==> src/common/tftcd_defines.vh <==
// Opcodes, register offsets and sizes of the host command decoder
`ifndef TFTCD_DEFINES_VH
`define TFTCD_DEFINES_VH
`define TCD_OP_GET_PWR   8'h0a
`define TCD_OP_SLP_IN    8'h10
`define TCD_OP_SLP_OUT   8'h11
`define TCD_OP_PART      8'h12
`define TCD_OP_NORM      8'h13
`define TCD_OP_INV_OFF   8'h20
`define TCD_OP_INV_ON    8'h21
`define TCD_OP_DISP_OFF  8'h28
`define TCD_OP_DISP_ON   8'h29
`define TCD_OP_COL       8'h2a
`define TCD_OP_PAGE      8'h2b
`define TCD_OP_WR_START  8'h2c
`define TCD_OP_RD_START  8'h2e
`define TCD_OP_TEAR_OFF  8'h34
`define TCD_OP_TEAR_ON   8'h35
`define TCD_OP_IDLE_OFF  8'h38
`define TCD_OP_IDLE_ON   8'h39
`define TCD_OP_WR_CONT   8'h3c
`define TCD_OP_GPIO_CONF 8'hb8
`define TCD_OP_GPIO_VAL  8'hba
`define TCD_OP_GPIO_GET  8'hbb
`define TCD_OP_PLL       8'he0
`define TCD_OP_PLL_MN    8'he2
`define TCD_OP_PLL_GET   8'he3
`define TCD_GRP_GEN      5'h18
`define TCD_GRP_ROP      5'h19
`define TCD_OFS_CTRL     12'h000
`define TCD_OFS_STATUS   12'h004
`define TCD_OFS_PTR      12'h008
`define TCD_CTRL_RST     1'h1
`define TCD_COL_MAX      9'h1df
`define TCD_PAGE_MAX     9'h10f
`define TCD_LINE_PIX     17'h001e0
`define TCD_IDX_MAX      4'hf
`endif

==> src/design/tftcd_top.v <==
// Host port command decoder of the TFT display controller
`timescale 1ns/1ps
`default_nettype none
`include "tftcd_defines.vh"
module tftcd_top (
  // Clock and reset
  input  wire        pclk,
  input  wire        presetn,
  // APB slave
  input  wire [11:0] paddr,
  input  wire        psel,
  input  wire        penable,
  input  wire        pwrite,
  input  wire [31:0] pwdata,
  output wire [31:0] prdata,
  output wire        pready,
  output wire        pslverr,
  // Host parallel port
  input  wire        hp_cs_n,
  input  wire        hp_wr_n,
  input  wire        hp_rd_n,
  input  wire        data_command_select,
  input  wire [7:0]  hp_data_in,
  output wire [7:0]  hp_data_out,
  output wire        hp_data_oe,
  // Frame sync
  input  wire        vertical_front_porch,
  output wire        frame_sync_out,
  // GPIO lines
  input  wire [3:0]  gpio_in,
  output wire [3:0]  gpio_out,
  output wire [3:0]  gpio_oe,
  output wire        panel_standby_line,
  output wire [3:0]  gen_out,
  // Display mode state
  output wire        panel_on,
  output wire        partial_mode,
  output wire        invert_mode,
  output wire        display_on,
  output wire        idle_mode,
  // PLL control
  output wire        pll_enable,
  output wire        pll_select,
  output wire [7:0]  pll_mult,
  output wire [7:0]  pll_div,
  // Frame memory port
  output wire        mem_we,
  output wire        mem_re,
  output wire [16:0] mem_addr,
  output wire [23:0] mem_wdata,
  input  wire [23:0] mem_rdata
);

  function [16:0] addr_of;
    input [8:0] p;
    input [8:0] c;
    reg   [33:0] m;
    begin
      m = {8'h00, p} * `TCD_LINE_PIX;
      addr_of = m[16:0] + {8'h00, c};
    end
  endfunction

  function rop_eval;
    input [7:0] r;
    input [3:0] g;
    reg         a;
    reg         b;
    begin
      a = g[r[1:0]];
      b = g[r[3:2]];
      case (r[5:4])
        2'h0:    rop_eval = a;
        2'h1:    rop_eval = a & b;
        2'h2:    rop_eval = a | b;
        default: rop_eval = a ^ b;
      endcase
    end
  endfunction

  // Pin synchronisers
  reg [2:0]  wr_sy_ff;
  reg [2:0]  rd_sy_ff;
  reg [1:0]  cs_sy_ff;
  reg [1:0]  dcs_sy_ff;
  reg [7:0]  d_s1_ff;
  reg [7:0]  d_s2_ff;
  reg [3:0]  gi_s1_ff;
  reg [3:0]  gi_s2_ff;
  // Decoder state
  reg        ctrl_en_ff;
  reg [7:0]  byte_ff;
  reg        dc_ff;
  reg [7:0]  cmd_ff;
  reg [3:0]  idx_ff;
  reg [1:0]  ph_ff;
  reg [7:0]  red_ff;
  reg [7:0]  grn_ff;
  reg [8:0]  cs_ff;
  reg [8:0]  ce_ff;
  reg [8:0]  ps_ff;
  reg [8:0]  pe_ff;
  reg [8:0]  col_ff;
  reg [8:0]  page_ff;
  reg        rd_req_ff;
  reg        re_d_ff;
  reg [23:0] pix_rd_ff;
  reg        mem_we_ff;
  reg        mem_re_ff;
  reg [16:0] mem_addr_ff;
  reg [23:0] mem_wdata_ff;
  reg [7:0]  dout_ff;
  reg [31:0] prdata_ff;
  reg        pslverr_ff;
  reg        panel_on_ff;
  reg        part_ff;
  reg        inv_ff;
  reg        disp_ff;
  reg        idle_ff;
  reg        tear_on_ff;
  reg        fsync_ff;
  reg [3:0]  dir_ff;
  reg [3:0]  pnl_ff;
  reg        gp0_gen_ff;
  reg [3:0]  val_ff;
  reg        stby_ff;
  reg [3:0]  gpio_out_ff;
  reg [3:0]  gpio_oe_ff;
  reg [3:0]  gen_out_ff;
  reg        pll_en_ff;
  reg        pll_sel_ff;
  reg [7:0]  pll_m_ff;
  reg [7:0]  pll_n_ff;
  reg [7:0]  gen_ff [0:15];
  reg [7:0]  rop_ff [0:3];
  reg [8:0]  nxt_col;
  reg [8:0]  nxt_page;
  reg [7:0]  nxt_rb;
  reg [3:0]  nxt_gout;
  reg [3:0]  nxt_goe;
  reg [3:0]  gstat;
  wire [3:0] gen_raw;
  wire [3:0] rop_raw;
  integer    i;

  wire host_ok = ~cs_sy_ff[1] & ctrl_en_ff;
  wire wr_rise = wr_sy_ff[1] & ~wr_sy_ff[2] & host_ok;
  wire rd_rise = rd_sy_ff[1] & ~rd_sy_ff[2] & host_ok;
  wire wr_mode = (cmd_ff == `TCD_OP_WR_START) | (cmd_ff == `TCD_OP_WR_CONT);
  wire rd_mode = (cmd_ff == `TCD_OP_RD_START);
  wire gp0_std = ~gp0_gen_ff & ~pnl_ff[0];
  wire [3:0] gen_ok = dir_ff & ~pnl_ff & {~gp0_std, 3'h7};
  wire [3:0] idx_inc = (idx_ff == `TCD_IDX_MAX) ? idx_ff : idx_ff + 4'h1;
  wire apb_wr = psel & penable & pwrite;

  // Signal generators and combination per line
  genvar g;
  generate
    for (g = 0; g < 4; g = g + 1) begin : gen_u
      reg [7:0] cnt_ff;
      always @(posedge pclk or negedge presetn) begin
        if (!presetn) begin
          cnt_ff <= 8'h00;
        end else if (!gen_ff[4*g+3][0] || cnt_ff >= gen_ff[4*g+2]) begin
          cnt_ff <= 8'h00;
        end else begin
          cnt_ff <= cnt_ff + 8'h01;
        end
      end
      assign gen_raw[g] = gen_ff[4*g+3][0] & (cnt_ff >= gen_ff[4*g]) &
                          (cnt_ff < gen_ff[4*g+1]);
      assign rop_raw[g] = rop_eval(rop_ff[g], gen_raw);
    end
  endgenerate

  // Window walk and GPIO drive
  always @* begin
    nxt_col  = col_ff + 9'h001;
    nxt_page = page_ff;
    if (col_ff >= ce_ff) begin
      nxt_col  = cs_ff;
      nxt_page = (page_ff >= pe_ff) ? ps_ff : page_ff + 9'h001;
    end
    nxt_goe  = dir_ff | pnl_ff;
    nxt_gout = (pnl_ff & rop_raw) | (~pnl_ff & val_ff);
    if (gp0_std) begin
      nxt_goe[0]  = 1'b1;
      nxt_gout[0] = stby_ff;
    end
    gstat = (dir_ff & val_ff) | (~dir_ff & gi_s2_ff);
    if (pnl_ff[0] | gp0_std) begin
      gstat[0] = nxt_gout[0];
    end
  end

  // Read-back byte for the current command and index
  always @* begin
    nxt_rb = 8'h00;
    case (cmd_ff)
      `TCD_OP_GET_PWR: nxt_rb = {3'h0, idle_ff, disp_ff, inv_ff, part_ff,
                                 panel_on_ff};
      `TCD_OP_GPIO_GET: nxt_rb = {4'h0, gstat};
      `TCD_OP_PLL_GET: nxt_rb = (idx_ff == 4'h0) ? pll_m_ff :
                                (idx_ff == 4'h1) ? pll_n_ff : 8'h00;
      default: begin
        if (cmd_ff[7:3] == `TCD_GRP_GEN && cmd_ff[0]) begin
          nxt_rb = (idx_ff < 4'h4) ? gen_ff[{cmd_ff[2:1], idx_ff[1:0]}]
                                   : 8'h00;
        end else if (cmd_ff[7:3] == `TCD_GRP_ROP && cmd_ff[0]) begin
          nxt_rb = (idx_ff == 4'h0) ? rop_ff[cmd_ff[2:1]] : 8'h00;
        end
      end
    endcase
  end

  // Synchronisers, APB slave
  always @(posedge pclk or negedge presetn) begin
    if (!presetn) begin
      wr_sy_ff   <= 3'h7;
      rd_sy_ff   <= 3'h7;
      cs_sy_ff   <= 2'h3;
      dcs_sy_ff  <= 2'h3;
      d_s1_ff    <= 8'h00;
      d_s2_ff    <= 8'h00;
      gi_s1_ff   <= 4'h0;
      gi_s2_ff   <= 4'h0;
      ctrl_en_ff <= `TCD_CTRL_RST;
      prdata_ff  <= 32'h0000_0000;
      pslverr_ff <= 1'b0;
    end else begin
      wr_sy_ff  <= {wr_sy_ff[1:0], hp_wr_n};
      rd_sy_ff  <= {rd_sy_ff[1:0], hp_rd_n};
      cs_sy_ff  <= {cs_sy_ff[0], hp_cs_n};
      dcs_sy_ff <= {dcs_sy_ff[0], data_command_select};
      d_s1_ff   <= hp_data_in;
      d_s2_ff   <= d_s1_ff;
      gi_s1_ff  <= gpio_in;
      gi_s2_ff  <= gi_s1_ff;
      if (apb_wr && paddr == `TCD_OFS_CTRL) begin
        ctrl_en_ff <= pwdata[0];
      end
      if (psel && !penable) begin
        pslverr_ff <= 1'b0;
        case (paddr)
          `TCD_OFS_CTRL:   prdata_ff <= {31'h0, ctrl_en_ff};
          `TCD_OFS_STATUS: prdata_ff <= {24'h0, pll_sel_ff, pll_en_ff,
                                         tear_on_ff, idle_ff, disp_ff,
                                         inv_ff, part_ff, panel_on_ff};
          `TCD_OFS_PTR:    prdata_ff <= {7'h0, page_ff, 7'h0, col_ff};
          default: begin
            prdata_ff  <= 32'h0000_0000;
            pslverr_ff <= 1'b1;
          end
        endcase
      end
    end
  end

  // Command decoder
  always @(posedge pclk or negedge presetn) begin
    if (!presetn) begin
      byte_ff <= 8'h00;
      dc_ff <= 1'b0;
      cmd_ff <= 8'h00;
      idx_ff <= 4'h0;
      ph_ff <= 2'h0;
      red_ff <= 8'h00;
      grn_ff <= 8'h00;
      cs_ff <= 9'h000;
      ce_ff <= `TCD_COL_MAX;
      ps_ff <= 9'h000;
      pe_ff <= `TCD_PAGE_MAX;
      col_ff <= 9'h000;
      page_ff <= 9'h000;
      rd_req_ff <= 1'b0;
      re_d_ff <= 1'b0;
      pix_rd_ff <= 24'h000000;
      mem_we_ff <= 1'b0;
      mem_re_ff <= 1'b0;
      mem_addr_ff <= 17'h00000;
      mem_wdata_ff <= 24'h000000;
      dout_ff <= 8'h00;
      panel_on_ff <= 1'b0;
      part_ff <= 1'b0;
      inv_ff <= 1'b0;
      disp_ff <= 1'b0;
      idle_ff <= 1'b0;
      tear_on_ff <= 1'b0;
      fsync_ff <= 1'b0;
      dir_ff <= 4'h0;
      pnl_ff <= 4'h0;
      gp0_gen_ff <= 1'b0;
      val_ff <= 4'h0;
      stby_ff <= 1'b0;
      gpio_out_ff <= 4'h0;
      gpio_oe_ff <= 4'h0;
      gen_out_ff <= 4'h0;
      pll_en_ff <= 1'b0;
      pll_sel_ff <= 1'b0;
      pll_m_ff <= 8'h00;
      pll_n_ff <= 8'h00;
      for (i = 0; i < 16; i = i + 1) begin
        gen_ff[i] <= 8'h00;
      end
      for (i = 0; i < 4; i = i + 1) begin
        rop_ff[i] <= 8'h00;
      end
    end else begin
      mem_we_ff <= 1'b0;
      mem_re_ff <= 1'b0;
      re_d_ff <= mem_re_ff;
      fsync_ff <= tear_on_ff & vertical_front_porch;
      gpio_out_ff <= nxt_gout;
      gpio_oe_ff <= nxt_goe;
      gen_out_ff <= gen_raw;
      dout_ff <= rd_mode ? ((ph_ff == 2'h0) ? pix_rd_ff[23:16] :
                            (ph_ff == 2'h1) ? pix_rd_ff[15:8] :
                            pix_rd_ff[7:0]) : nxt_rb;
      if (!wr_sy_ff[1]) begin
        byte_ff <= d_s2_ff;
        dc_ff <= dcs_sy_ff[1];
      end
      if (re_d_ff) begin
        pix_rd_ff <= mem_rdata;
      end
      if (rd_req_ff) begin
        rd_req_ff <= 1'b0;
        mem_re_ff <= 1'b1;
        mem_addr_ff <= addr_of(page_ff, col_ff);
        col_ff <= nxt_col;
        page_ff <= nxt_page;
      end
      if (wr_rise && !dc_ff) begin
        cmd_ff <= byte_ff;
        idx_ff <= 4'h0;
        ph_ff <= 2'h0;
        rd_req_ff <= 1'b0;
        case (byte_ff)
          `TCD_OP_SLP_IN: begin
            if (gp0_std) begin
              panel_on_ff <= 1'b0;
              stby_ff <= 1'b0;
            end
          end
          `TCD_OP_SLP_OUT: begin
            if (gp0_std) begin
              panel_on_ff <= 1'b1;
              stby_ff <= 1'b1;
            end
          end
          `TCD_OP_PART:     part_ff <= 1'b1;
          `TCD_OP_NORM:     part_ff <= 1'b0;
          `TCD_OP_INV_OFF:  inv_ff <= 1'b0;
          `TCD_OP_INV_ON:   inv_ff <= 1'b1;
          `TCD_OP_DISP_OFF: disp_ff <= 1'b0;
          `TCD_OP_DISP_ON:  disp_ff <= 1'b1;
          `TCD_OP_TEAR_OFF: tear_on_ff <= 1'b0;
          `TCD_OP_TEAR_ON:  tear_on_ff <= 1'b1;
          `TCD_OP_IDLE_OFF: idle_ff <= 1'b0;
          `TCD_OP_IDLE_ON:  idle_ff <= 1'b1;
          `TCD_OP_WR_START, `TCD_OP_RD_START: begin
            col_ff <= cs_ff;
            page_ff <= ps_ff;
            rd_req_ff <= (byte_ff == `TCD_OP_RD_START);
          end
          default: begin
          end
        endcase
      end else if (wr_rise && wr_mode) begin
        ph_ff <= (ph_ff == 2'h2) ? 2'h0 : ph_ff + 2'h1;
        if (ph_ff == 2'h0) begin
          red_ff <= byte_ff;
        end else if (ph_ff == 2'h1) begin
          grn_ff <= byte_ff;
        end else begin
          mem_we_ff <= 1'b1;
          mem_wdata_ff <= {red_ff, grn_ff, byte_ff};
          mem_addr_ff <= addr_of(page_ff, col_ff);
          col_ff <= nxt_col;
          page_ff <= nxt_page;
        end
      end else if (wr_rise) begin
        idx_ff <= idx_inc;
        case (cmd_ff)
          `TCD_OP_COL, `TCD_OP_PAGE: begin
            case (idx_ff)
              4'h0: if (cmd_ff[0]) ps_ff[8] <= byte_ff[0];
                    else cs_ff[8] <= byte_ff[0];
              4'h1: if (cmd_ff[0]) ps_ff[7:0] <= byte_ff;
                    else cs_ff[7:0] <= byte_ff;
              4'h2: if (cmd_ff[0]) pe_ff[8] <= byte_ff[0];
                    else ce_ff[8] <= byte_ff[0];
              4'h3: if (cmd_ff[0]) pe_ff[7:0] <= byte_ff;
                    else ce_ff[7:0] <= byte_ff;
              default: begin
              end
            endcase
          end
          `TCD_OP_GPIO_CONF: begin
            if (idx_ff == 4'h0) begin
              pnl_ff <= byte_ff[7:4];
              dir_ff <= byte_ff[3:0];
            end else if (idx_ff == 4'h1) begin
              gp0_gen_ff <= byte_ff[0];
            end
          end
          `TCD_OP_GPIO_VAL: begin
            if (idx_ff == 4'h0) begin
              val_ff <= (val_ff & ~gen_ok) | (byte_ff[3:0] & gen_ok);
            end
          end
          `TCD_OP_PLL: begin
            if (idx_ff == 4'h0) begin
              pll_en_ff <= byte_ff[0];
              pll_sel_ff <= byte_ff[1] & byte_ff[0];
            end
          end
          `TCD_OP_PLL_MN: begin
            if (idx_ff == 4'h0) pll_m_ff <= byte_ff;
            if (idx_ff == 4'h1) pll_n_ff <= byte_ff;
          end
          default: begin
            if (cmd_ff[7:3] == `TCD_GRP_GEN && !cmd_ff[0] && idx_ff < 4'h4) begin
              gen_ff[{cmd_ff[2:1], idx_ff[1:0]}] <= byte_ff;
            end else if (cmd_ff[7:3] == `TCD_GRP_ROP && !cmd_ff[0] &&
                         idx_ff == 4'h0) begin
              rop_ff[cmd_ff[2:1]] <= byte_ff;
            end
          end
        endcase
      end
      if (rd_rise && rd_mode) begin
        ph_ff <= (ph_ff == 2'h2) ? 2'h0 : ph_ff + 2'h1;
        rd_req_ff <= (ph_ff == 2'h2);
      end else if (rd_rise) begin
        idx_ff <= idx_inc;
      end
    end
  end

  assign prdata             = prdata_ff;
  assign pready             = 1'b1;
  assign pslverr            = pslverr_ff & psel & penable;
  assign hp_data_out        = dout_ff;
  assign hp_data_oe         = host_ok & ~rd_sy_ff[1];
  assign frame_sync_out     = fsync_ff;
  assign gpio_out           = gpio_out_ff;
  assign gpio_oe            = gpio_oe_ff;
  assign panel_standby_line = gpio_out_ff[0];
  assign gen_out            = gen_out_ff;
  assign panel_on           = panel_on_ff;
  assign partial_mode       = part_ff;
  assign invert_mode        = inv_ff;
  assign display_on         = disp_ff;
  assign idle_mode          = idle_ff;
  assign pll_enable         = pll_en_ff;
  assign pll_select         = pll_sel_ff;
  assign pll_mult           = pll_m_ff;
  assign pll_div            = pll_n_ff;
  assign mem_we             = mem_we_ff;
  assign mem_re             = mem_re_ff;
  assign mem_addr           = mem_addr_ff;
  assign mem_wdata          = mem_wdata_ff;

endmodule
`default_nettype wire

==> config.mk <==
export PLATFORM = sky130hd
export DESIGN_NAME = tftcd_top
export DESIGN_NICKNAME = d
export VERILOG_FILES = /design/src/design/tftcd_top.v
export VERILOG_INCLUDE_DIRS = /design/src /design/src/common
export SDC_FILE = /design/constraint.sdc
export NUM_CORES = 1
export LEC_CHECK = 0
export ABC_AREA = 1
export BUFFER_PORTS_ARGS = -buffer_cell sky130_fd_sc_hd__buf_2
export CAP_MARGIN = 15
export CELL_PAD_IN_SITES_DETAIL_PLACEMENT = 1
export CELL_PAD_IN_SITES_GLOBAL_PLACEMENT = 1
export CORE_UTILIZATION = 46
export DETAILED_ROUTE_END_ITERATION = 6
export PLACE_DENSITY_LB_ADDON = 0.1
export SLEW_MARGIN = 25
export SYNTH_ARGS = -nofsm -noshare
export SYNTH_HDL_FRONTEND = slang
export SYNTH_SLANG_ARGS = --single-unit
==> constraint.sdc <==
create_clock -name pclk -period 4.7 [get_ports pclk]
set_input_delay 0.235 -clock pclk [delete_from_list [all_inputs] [get_ports pclk]]
set_output_delay 0.235 -clock pclk [all_outputs]
set_load 0.02 [all_outputs]
==> results of run 1 <==
==> flip-flops by register name, indices dropped and copies added (netlist names), 17 cells and up, named ones only <==
signal	cells
pix_rd_ff	24
gen_u.cnt_ff	32
gen_ff	128
mem_addr	17
prdata	18
mem_wdata	24
rop_ff	32
==> worst min-delay path: cells and delay by family <==
kind | cells | cell delay [ns]
buf+inv | 2 | 0.17
compound gates | 1 | 0.08
simple gates | 2 | 0.12
==> layout by cell type, fill, tap and decap left out, types with 15 or more instances in the layout <==
cell / count
nand3_1: 86
dfrtp_1: 440
a21oi_1: 277
clkinv_2: 15
inv_1: 473
o22ai_1: 23
nor2_4: 17
dlygate4sd3_1: 45
clkbuf_16: 54
o211ai_1: 28
nand2_1: 548
ha_1: 151
o21ai_0: 282
nor2_1: 223
nor3_1: 26
dfstp_2: 24
fa_1: 16
xor2_1: 22
buf_2: 165
buf_4: 22
nand4_1: 20
a22o_1: 17
conb_1: 15
mux2i_1: 34
==> cell families (layout without fill, tap and decap cells) <==
group                    count (synthesis)  in the layout
flip-flops                             466            466
buffers and inverters                  613            818
multiplexers                            41             41
AND/OR/NAND/NOR                        989            989
AO/OA/AOI/OAI                          715            715
adder cells (fa/ha/maj)                167            167
XOR/XNOR                                31             31
other                                    2             16
==> power by group through the flow <==
stage	Sequential [W]	Clock (W)	Combinational (W)
after floorplan	0.00423	0	0.000977
after global placement	0.00431	0	0.00149
after detailed placement	0.00431	0	0.00155
after CTS	0.00424	0.00473	0.00160
after global routing	0.00425	0.00488	0.00176
final	0.00425	0.00467	0.00161
==> path summary, 6_finish.rpt <==
kind	endpoint	start	slack [ns]
min in group asynchronous	mem_addr[6]	presetn	0.19
max in group asynchronous	async pin	presetn	3.26
min	prdata[0]	psel	0.04
max	mem_addr[16]	page_ff[3]	0.78
max reg2reg	mem_addr[16]	page_ff[3]	0.78
min reg2reg	gi_s2_ff[0]	gi_s1_ff[0]	0.35
==> final cells by class <==
| class | count | area share (%) |
|---|---|---|
| Sequential cell | 466 | 40.2 |
| Clock inverter | 32 | 1.54 |
| Timing Repair Buffer | 238 | 5.35 |
| Inverter | 480 | 6.19 |
| Tap cell | 696 | 2.99 |
| Multi-Input combinational cell | 1958 | 38.6 |
| Antenna cell | 1 | 0.00860 |
| Clock buffer | 68 | 5.20 |
==> metal layers <==
metal  share of wire, %  up-vias  wire [um]
met5                  0        -          0
met1                 42    11150      34700
met2                 50      496      41000
met3                4.1      181       3410
met4                3.8        0       3110
li1                   -    10165          -
==> metrics by stage <==
step / worst slack (ns) / area (sq um) / utilization [%]
global route: 0.481 / 29100 / 53.9
detailed placement: 0.814 / 26700 / 49.4
finish: 0.777 / 29100 / 53.9
floorplan: 1.34 / 25300 / -
global placement: 0.964 / 26700 / 49.4
CTS: 0.803 / 29100 / 53.9
==> impl_metrics.env, run 1 <==
export IMPL_p_clk_share_pct=44.4
export IMPL_synth_edf_count=0
export IMPL_ys_flop_type="dfrtp_1"
export IMPL_initial_core_util_pct=46.8
export IMPL_cp_buffers_inverters=2
export IMPL_clk_latency_ns=0.62
export IMPL_worst_path_stages=17
export IMPL_arrival_ns=4.47
export IMPL_finalCriticalPeriod_ns=3.92
export IMPL_antenna_found_initial=0
export IMPL_cpMostUsedCell="nand2_1"
export IMPL_setup_worst_path_class="flip-flop to flip-flop"
export IMPL_crit_required_ns=5.25
export IMPL_clock_sinks=466
export IMPL_maxCapViolations=0
export IMPL_drtAntennaViolNets=0
export IMPL_gp_congestion=0.862
export IMPL_synth_top_cells_by_area="dfrtp_1, nand2_1, ha_1"
export IMPL_grt_usage_pct=29.7
export IMPL_die_h_um=237
export IMPL_start_kind="flip-flop"
export IMPL_synth_compound_area_share_pct=15.8
export IMPL_synthSimpleGateAreaFrac_pct=16.9
export IMPL_syn_to_final_growth_pct=15.1
export IMPL_switching_share_pct=29.8
export IMPL_ys_warn_count=0
export IMPL_min_period_over_period_pct=83.5
export IMPL_vdd_drop_max_uv=295
export IMPL_synthAdderAreaFrac_pct=8.73
export IMPL_synth_top_family_by_area="simple AND/OR/NAND/NOR gates"
export IMPL_final_cells=3939
export IMPL_place_hpwl_um=55300
export IMPL_power_switching_w=0.00314
export IMPL_grt_pass1_vias=23132
export IMPL_status="finished clean"
export IMPL_setup_viol=0
export IMPL_ys_ff_latch=466
export IMPL_yosysMostFrequentCell="nand2_1"
export IMPL_whs_path_depth=5
export IMPL_cts_tree="yes"
export IMPL_yosys_top_cells_count="nand2_1, inv_1, dfrtp_1, o21ai_0, a21oi_1"
export IMPL_yosysSeqAreaShare_pct=46.2
export IMPL_comb_power_share_pct=15.3
export IMPL_power_w=0.0105
export IMPL_worstPathCellList="inv_1 > fa_1 > fa_1 > inv_1 > ha_1 > nand2_1 > o21ai_0 > a21oi_1 > nor2_1 > nor2_1 > xor2_1 > nor2_1 > nand2_1 > nor3_1 > xnor2_1 > nand2_1 > nand2_1"
export IMPL_dieArea_sq_um=55900
export IMPL_crit_family="adder cells"
export IMPL_wl_um=82200
export IMPL_powerDensity_nw_per_um2=362
export IMPL_yosysTopAreaCell="dfrtp_1"
export IMPL_root_buffer="clkbuf_16"
export IMPL_top_usage_layer="met2"
export IMPL_crit_slowest_cell="fa_1"
export IMPL_timing_hold_ws_ns=0.0379
export IMPL_grt_start_max_net_pins=138
export IMPL_fillerInstances=6444
export IMPL_cts_max_level=2
export IMPL_fmax_ghz=0.255
export IMPL_dp_cells=3793
export IMPL_cp_end_kind="flip-flop"
export IMPL_critPathMaxFanout=7
export IMPL_fin_setup_tns_ns=0
export IMPL_hp_class="primary input to flip-flop"
export IMPL_syn_inst=3024
export IMPL_ff2ff_path_depth=17
export IMPL_slew_headroom_pct=32.0
export IMPL_hold_viol=0
export IMPL_seqPwrFrac_pct=40.4
export IMPL_tightestPinTransition_ns=1.02
export IMPL_drt_iter0_drc=1338
export IMPL_vias=21992
export IMPL_grt_pass1_wl_um=131000
export IMPL_drt_vias_per_instance=5.58
export IMPL_grt_overflow_total=0
export IMPL_io_buffers=166
export IMPL_synthMuxAreaShare_pct=1.66
export IMPL_drv_slew=0
export IMPL_io_pins=213
export IMPL_register_area_sq_um=11700
export IMPL_met2_usage_pct=51.7
export IMPL_firstDrtPassIters=5
export IMPL_yosys_area_top_type_share_pct=43.7
export IMPL_drc=0
export IMPL_p_leak_nw=15.2
export IMPL_nets=3454
export IMPL_grtUsageMet3_pct=3.15
export IMPL_ctsHoldBuffers=45
export IMPL_synth_distinct_cells=63
export IMPL_skew_ns=0.0260
export IMPL_max_stage_delay_ns=0.52
export IMPL_drive_gt1_share_pct=11.5
export IMPL_synth_async_reset_ratio_pct=100
export IMPL_die_w_um=237
export IMPL_fp_coreArea_sq_um=54000
export IMPL_clockBufferDepth=3
export IMPL_rsz0062_at_grt="false"
export IMPL_wl_per_cell_um=20.9
export IMPL_multiInputGateArea_sq_um=11200
export IMPL_power_internal_w=0.00739
export IMPL_post_cts_setup_buffers=0
export IMPL_clk_pin_slew_worst_paths_ns=0.06
export IMPL_rows=85
export IMPL_netlist_area_sq_um=25300
export IMPL_use_met1_pct=38.1
export IMPL_yosys_area_share_xor_xnor_pct=1.07
export IMPL_cts_made_buffers=53
export IMPL_avgSynthCellArea_sq_um=8.37
export IMPL_cts_resized=0
Note: power is estimated with default switching activity, not from simulation.
==> run 2: changes to the inputs <==
CORE_UTILIZATION = 41   (was 46)
clock period = 3.45 ns   (was 4.7 ns; I/O delays follow)
==> impl_metrics.env, run 2 (synthesized netlist as in run 1, its figures left out) <==
export IMPL_r2r_start="page_ff[0]"
export IMPL_power_switching_w=0.00422
export IMPL_layout_common_cells="nand2_1, inv_1, dfrtp_1"
export IMPL_cts_tree="yes"
export IMPL_arrival_ns=3.78
export IMPL_seqPwrFrac_pct=38.6
export IMPL_clk_pin_slew_worst_paths_ns=0.06
export IMPL_die_h_um=250
export IMPL_final_common_cell="nand2_1"
export IMPL_io_pins=213
export IMPL_diodes=0
export IMPL_dp_cells=3937
export IMPL_drc=0
export IMPL_placedInstanceArea_sq_um=27300
export IMPL_place_hpwl_um=58200
export IMPL_skew_ns=0.0220
export IMPL_dieArea_sq_um=62700
export IMPL_clock_sinks=466
export IMPL_drt_vias_per_instance=5.36
export IMPL_vdd_drop_max_uv=404
export IMPL_clockBufferDepth=3
export IMPL_powerDensity_nw_per_um2=493
export IMPL_drv_slew=0
export IMPL_switching_share_pct=28.6
export IMPL_initial_core_util_pct=41.7
export IMPL_dp_slack_ns=0.00427
export IMPL_crit_required_ns=3.92
export IMPL_drive_gt1_share_pct=13.5
export IMPL_reg_largest_list="gen_ff x128, gen_u.cnt_ff x32, rop_ff x32"
export IMPL_firstDrtPassIters=5
export IMPL_r2r_end="mem_addr[14]"
export IMPL_fp_coreArea_sq_um=60700
export IMPL_grt_pass1_vias=23081
export IMPL_maxCapViolations=0
export IMPL_drtAntennaViolNets=0
export IMPL_power_w=0.0147
export IMPL_critPathMaxFanout=3
export IMPL_comb_power_share_pct=16.3
export IMPL_clk_latency_ns=0.62
export IMPL_setup_viol=0
export IMPL_setup_worst_path_class="flip-flop to flip-flop"
export IMPL_root_buffer="clkbuf_16"
export IMPL_hold_viol=0
export IMPL_status="finished clean"
export IMPL_cp_end_kind="flip-flop"
export IMPL_rows=90
export IMPL_cts_made_buffers=54
export IMPL_start_kind="flip-flop"
export IMPL_p_clk_share_pct=45.1
export IMPL_wl_um=82400
export IMPL_setup_ws_ns=0.147
export IMPL_crit_end="mem_addr[14]"
export IMPL_min_period_over_period_pct=95.7
export IMPL_grt_start_max_net_pins=104
export IMPL_p_leak_nw=15.5
export IMPL_fmax_ghz=0.303
export IMPL_io_buffers=166
export IMPL_hp_class="primary input to flip-flop"
export IMPL_drt_iter0_drc=1121
export IMPL_gp_congestion=0.885
export IMPL_power_internal_w=0.0105
export IMPL_vias=21886
export IMPL_design_area_sq_um=29900
export IMPL_ff2ff_path_depth=14
export IMPL_grt_pass1_wl_um=131000
export IMPL_nets=3516
export IMPL_startpoint="page_ff[0]"
export IMPL_reg2reg_slack_ns=0.15
export IMPL_grt_overflow_total=0
export IMPL_finalCriticalPeriod_ns=3.30
export IMPL_slew_headroom_pct=30.7
export IMPL_cts_max_level=2
export IMPL_regMostFlops="gen_ff"
export IMPL_tightestPinTransition_ns=1.04
export IMPL_largest_reg_flops=128
export IMPL_final_cells=4085
export IMPL_syn_to_final_growth_pct=18.1
export IMPL_die_w_um=250
export IMPL_antenna_found_initial=2
export IMPL_wl_per_cell_um=20.2
export IMPL_grt_usage_pct=26.6
-- run 2: cell type report --
class	count	area [sq um]
Fill cell	7198	30800
Multi-Input combinational cell	1958	11300
Sequential cell	466	11700
Clock inverter	29	510
Clock buffer	71	1560
Inverter	480	1800
Timing Repair Buffer	299	2060
Tap cell	782	978
-- run 2: worst min-delay path by stage --
stage / from / end / cells past startpoint
after detailed placement: hp_wr_n / wr_sy_ff[0] / 1
final: paddr[2] / prdata[0] / 6
after floorplan: presetn / async pin / 0
after global routing: paddr[3] / prdata[2] / 5
after CTS: paddr[2] / prdata[0] / 6
after global placement: data_command_select / dcs_sy_ff[0] / 1
-- run 2: critical path, cell delays in order, from the launching register on --
cell	delay [ns]
dfrtp_1	0.41
fa_1	0.57
inv_1	0.06
fa_1	0.47
fa_1	0.50
inv_1	0.07
ha_4	0.27
nand2_1	0.06
a21oi_2	0.13
nand2_1	0.08
nor2_2	0.11
nand2_1	0.10
buf_4	0.14
xnor2_1	0.13
a21oi_1	0.08
-- run 2: metrics by stage --
| step | hold WS, ns | utilization [%] | TNS [ns] |
|---|---|---|---|
| final | 0.114 | 49.2 | 0 |
| after global routing | 0.151 | 49.2 | -0.0312 |
| after CTS | 0.0712 | 49.1 | 0 |
| after detailed placement | 0.280 | 44.9 | 0 |
| after global placement | 0.280 | 44.9 | 0 |
| after floorplan | -0.123 | - | 0 |
-- run 2: layer usage --
metal	track usage, %	share of wire [%]
met1	34.6	44
met2	45.8	50
met3	3.02	3.1
met4	8.94	3.2
met5	0	0.023
-- run 2: repair_timing --
action                                 CTS  global route
setup endpoints to repair                1             6
resized for setup                        2            16
hold buffers                            47             0
setup buffers                            1             0
endpoints found under the hold margin  131             0
cloned                                   0             0
-- run 2: power by group through the flow --
stage | registers (W) | logic [W] | clock network, W
global placement | 0.00578 | 0.00226 | 0
floorplan | 0.00576 | 0.00133 | 0
detailed placement | 0.00579 | 0.00231 | 0
CTS | 0.00569 | 0.00238 | 0.00679
finish | 0.00570 | 0.00240 | 0.00665
global route | 0.00571 | 0.00263 | 0.00698
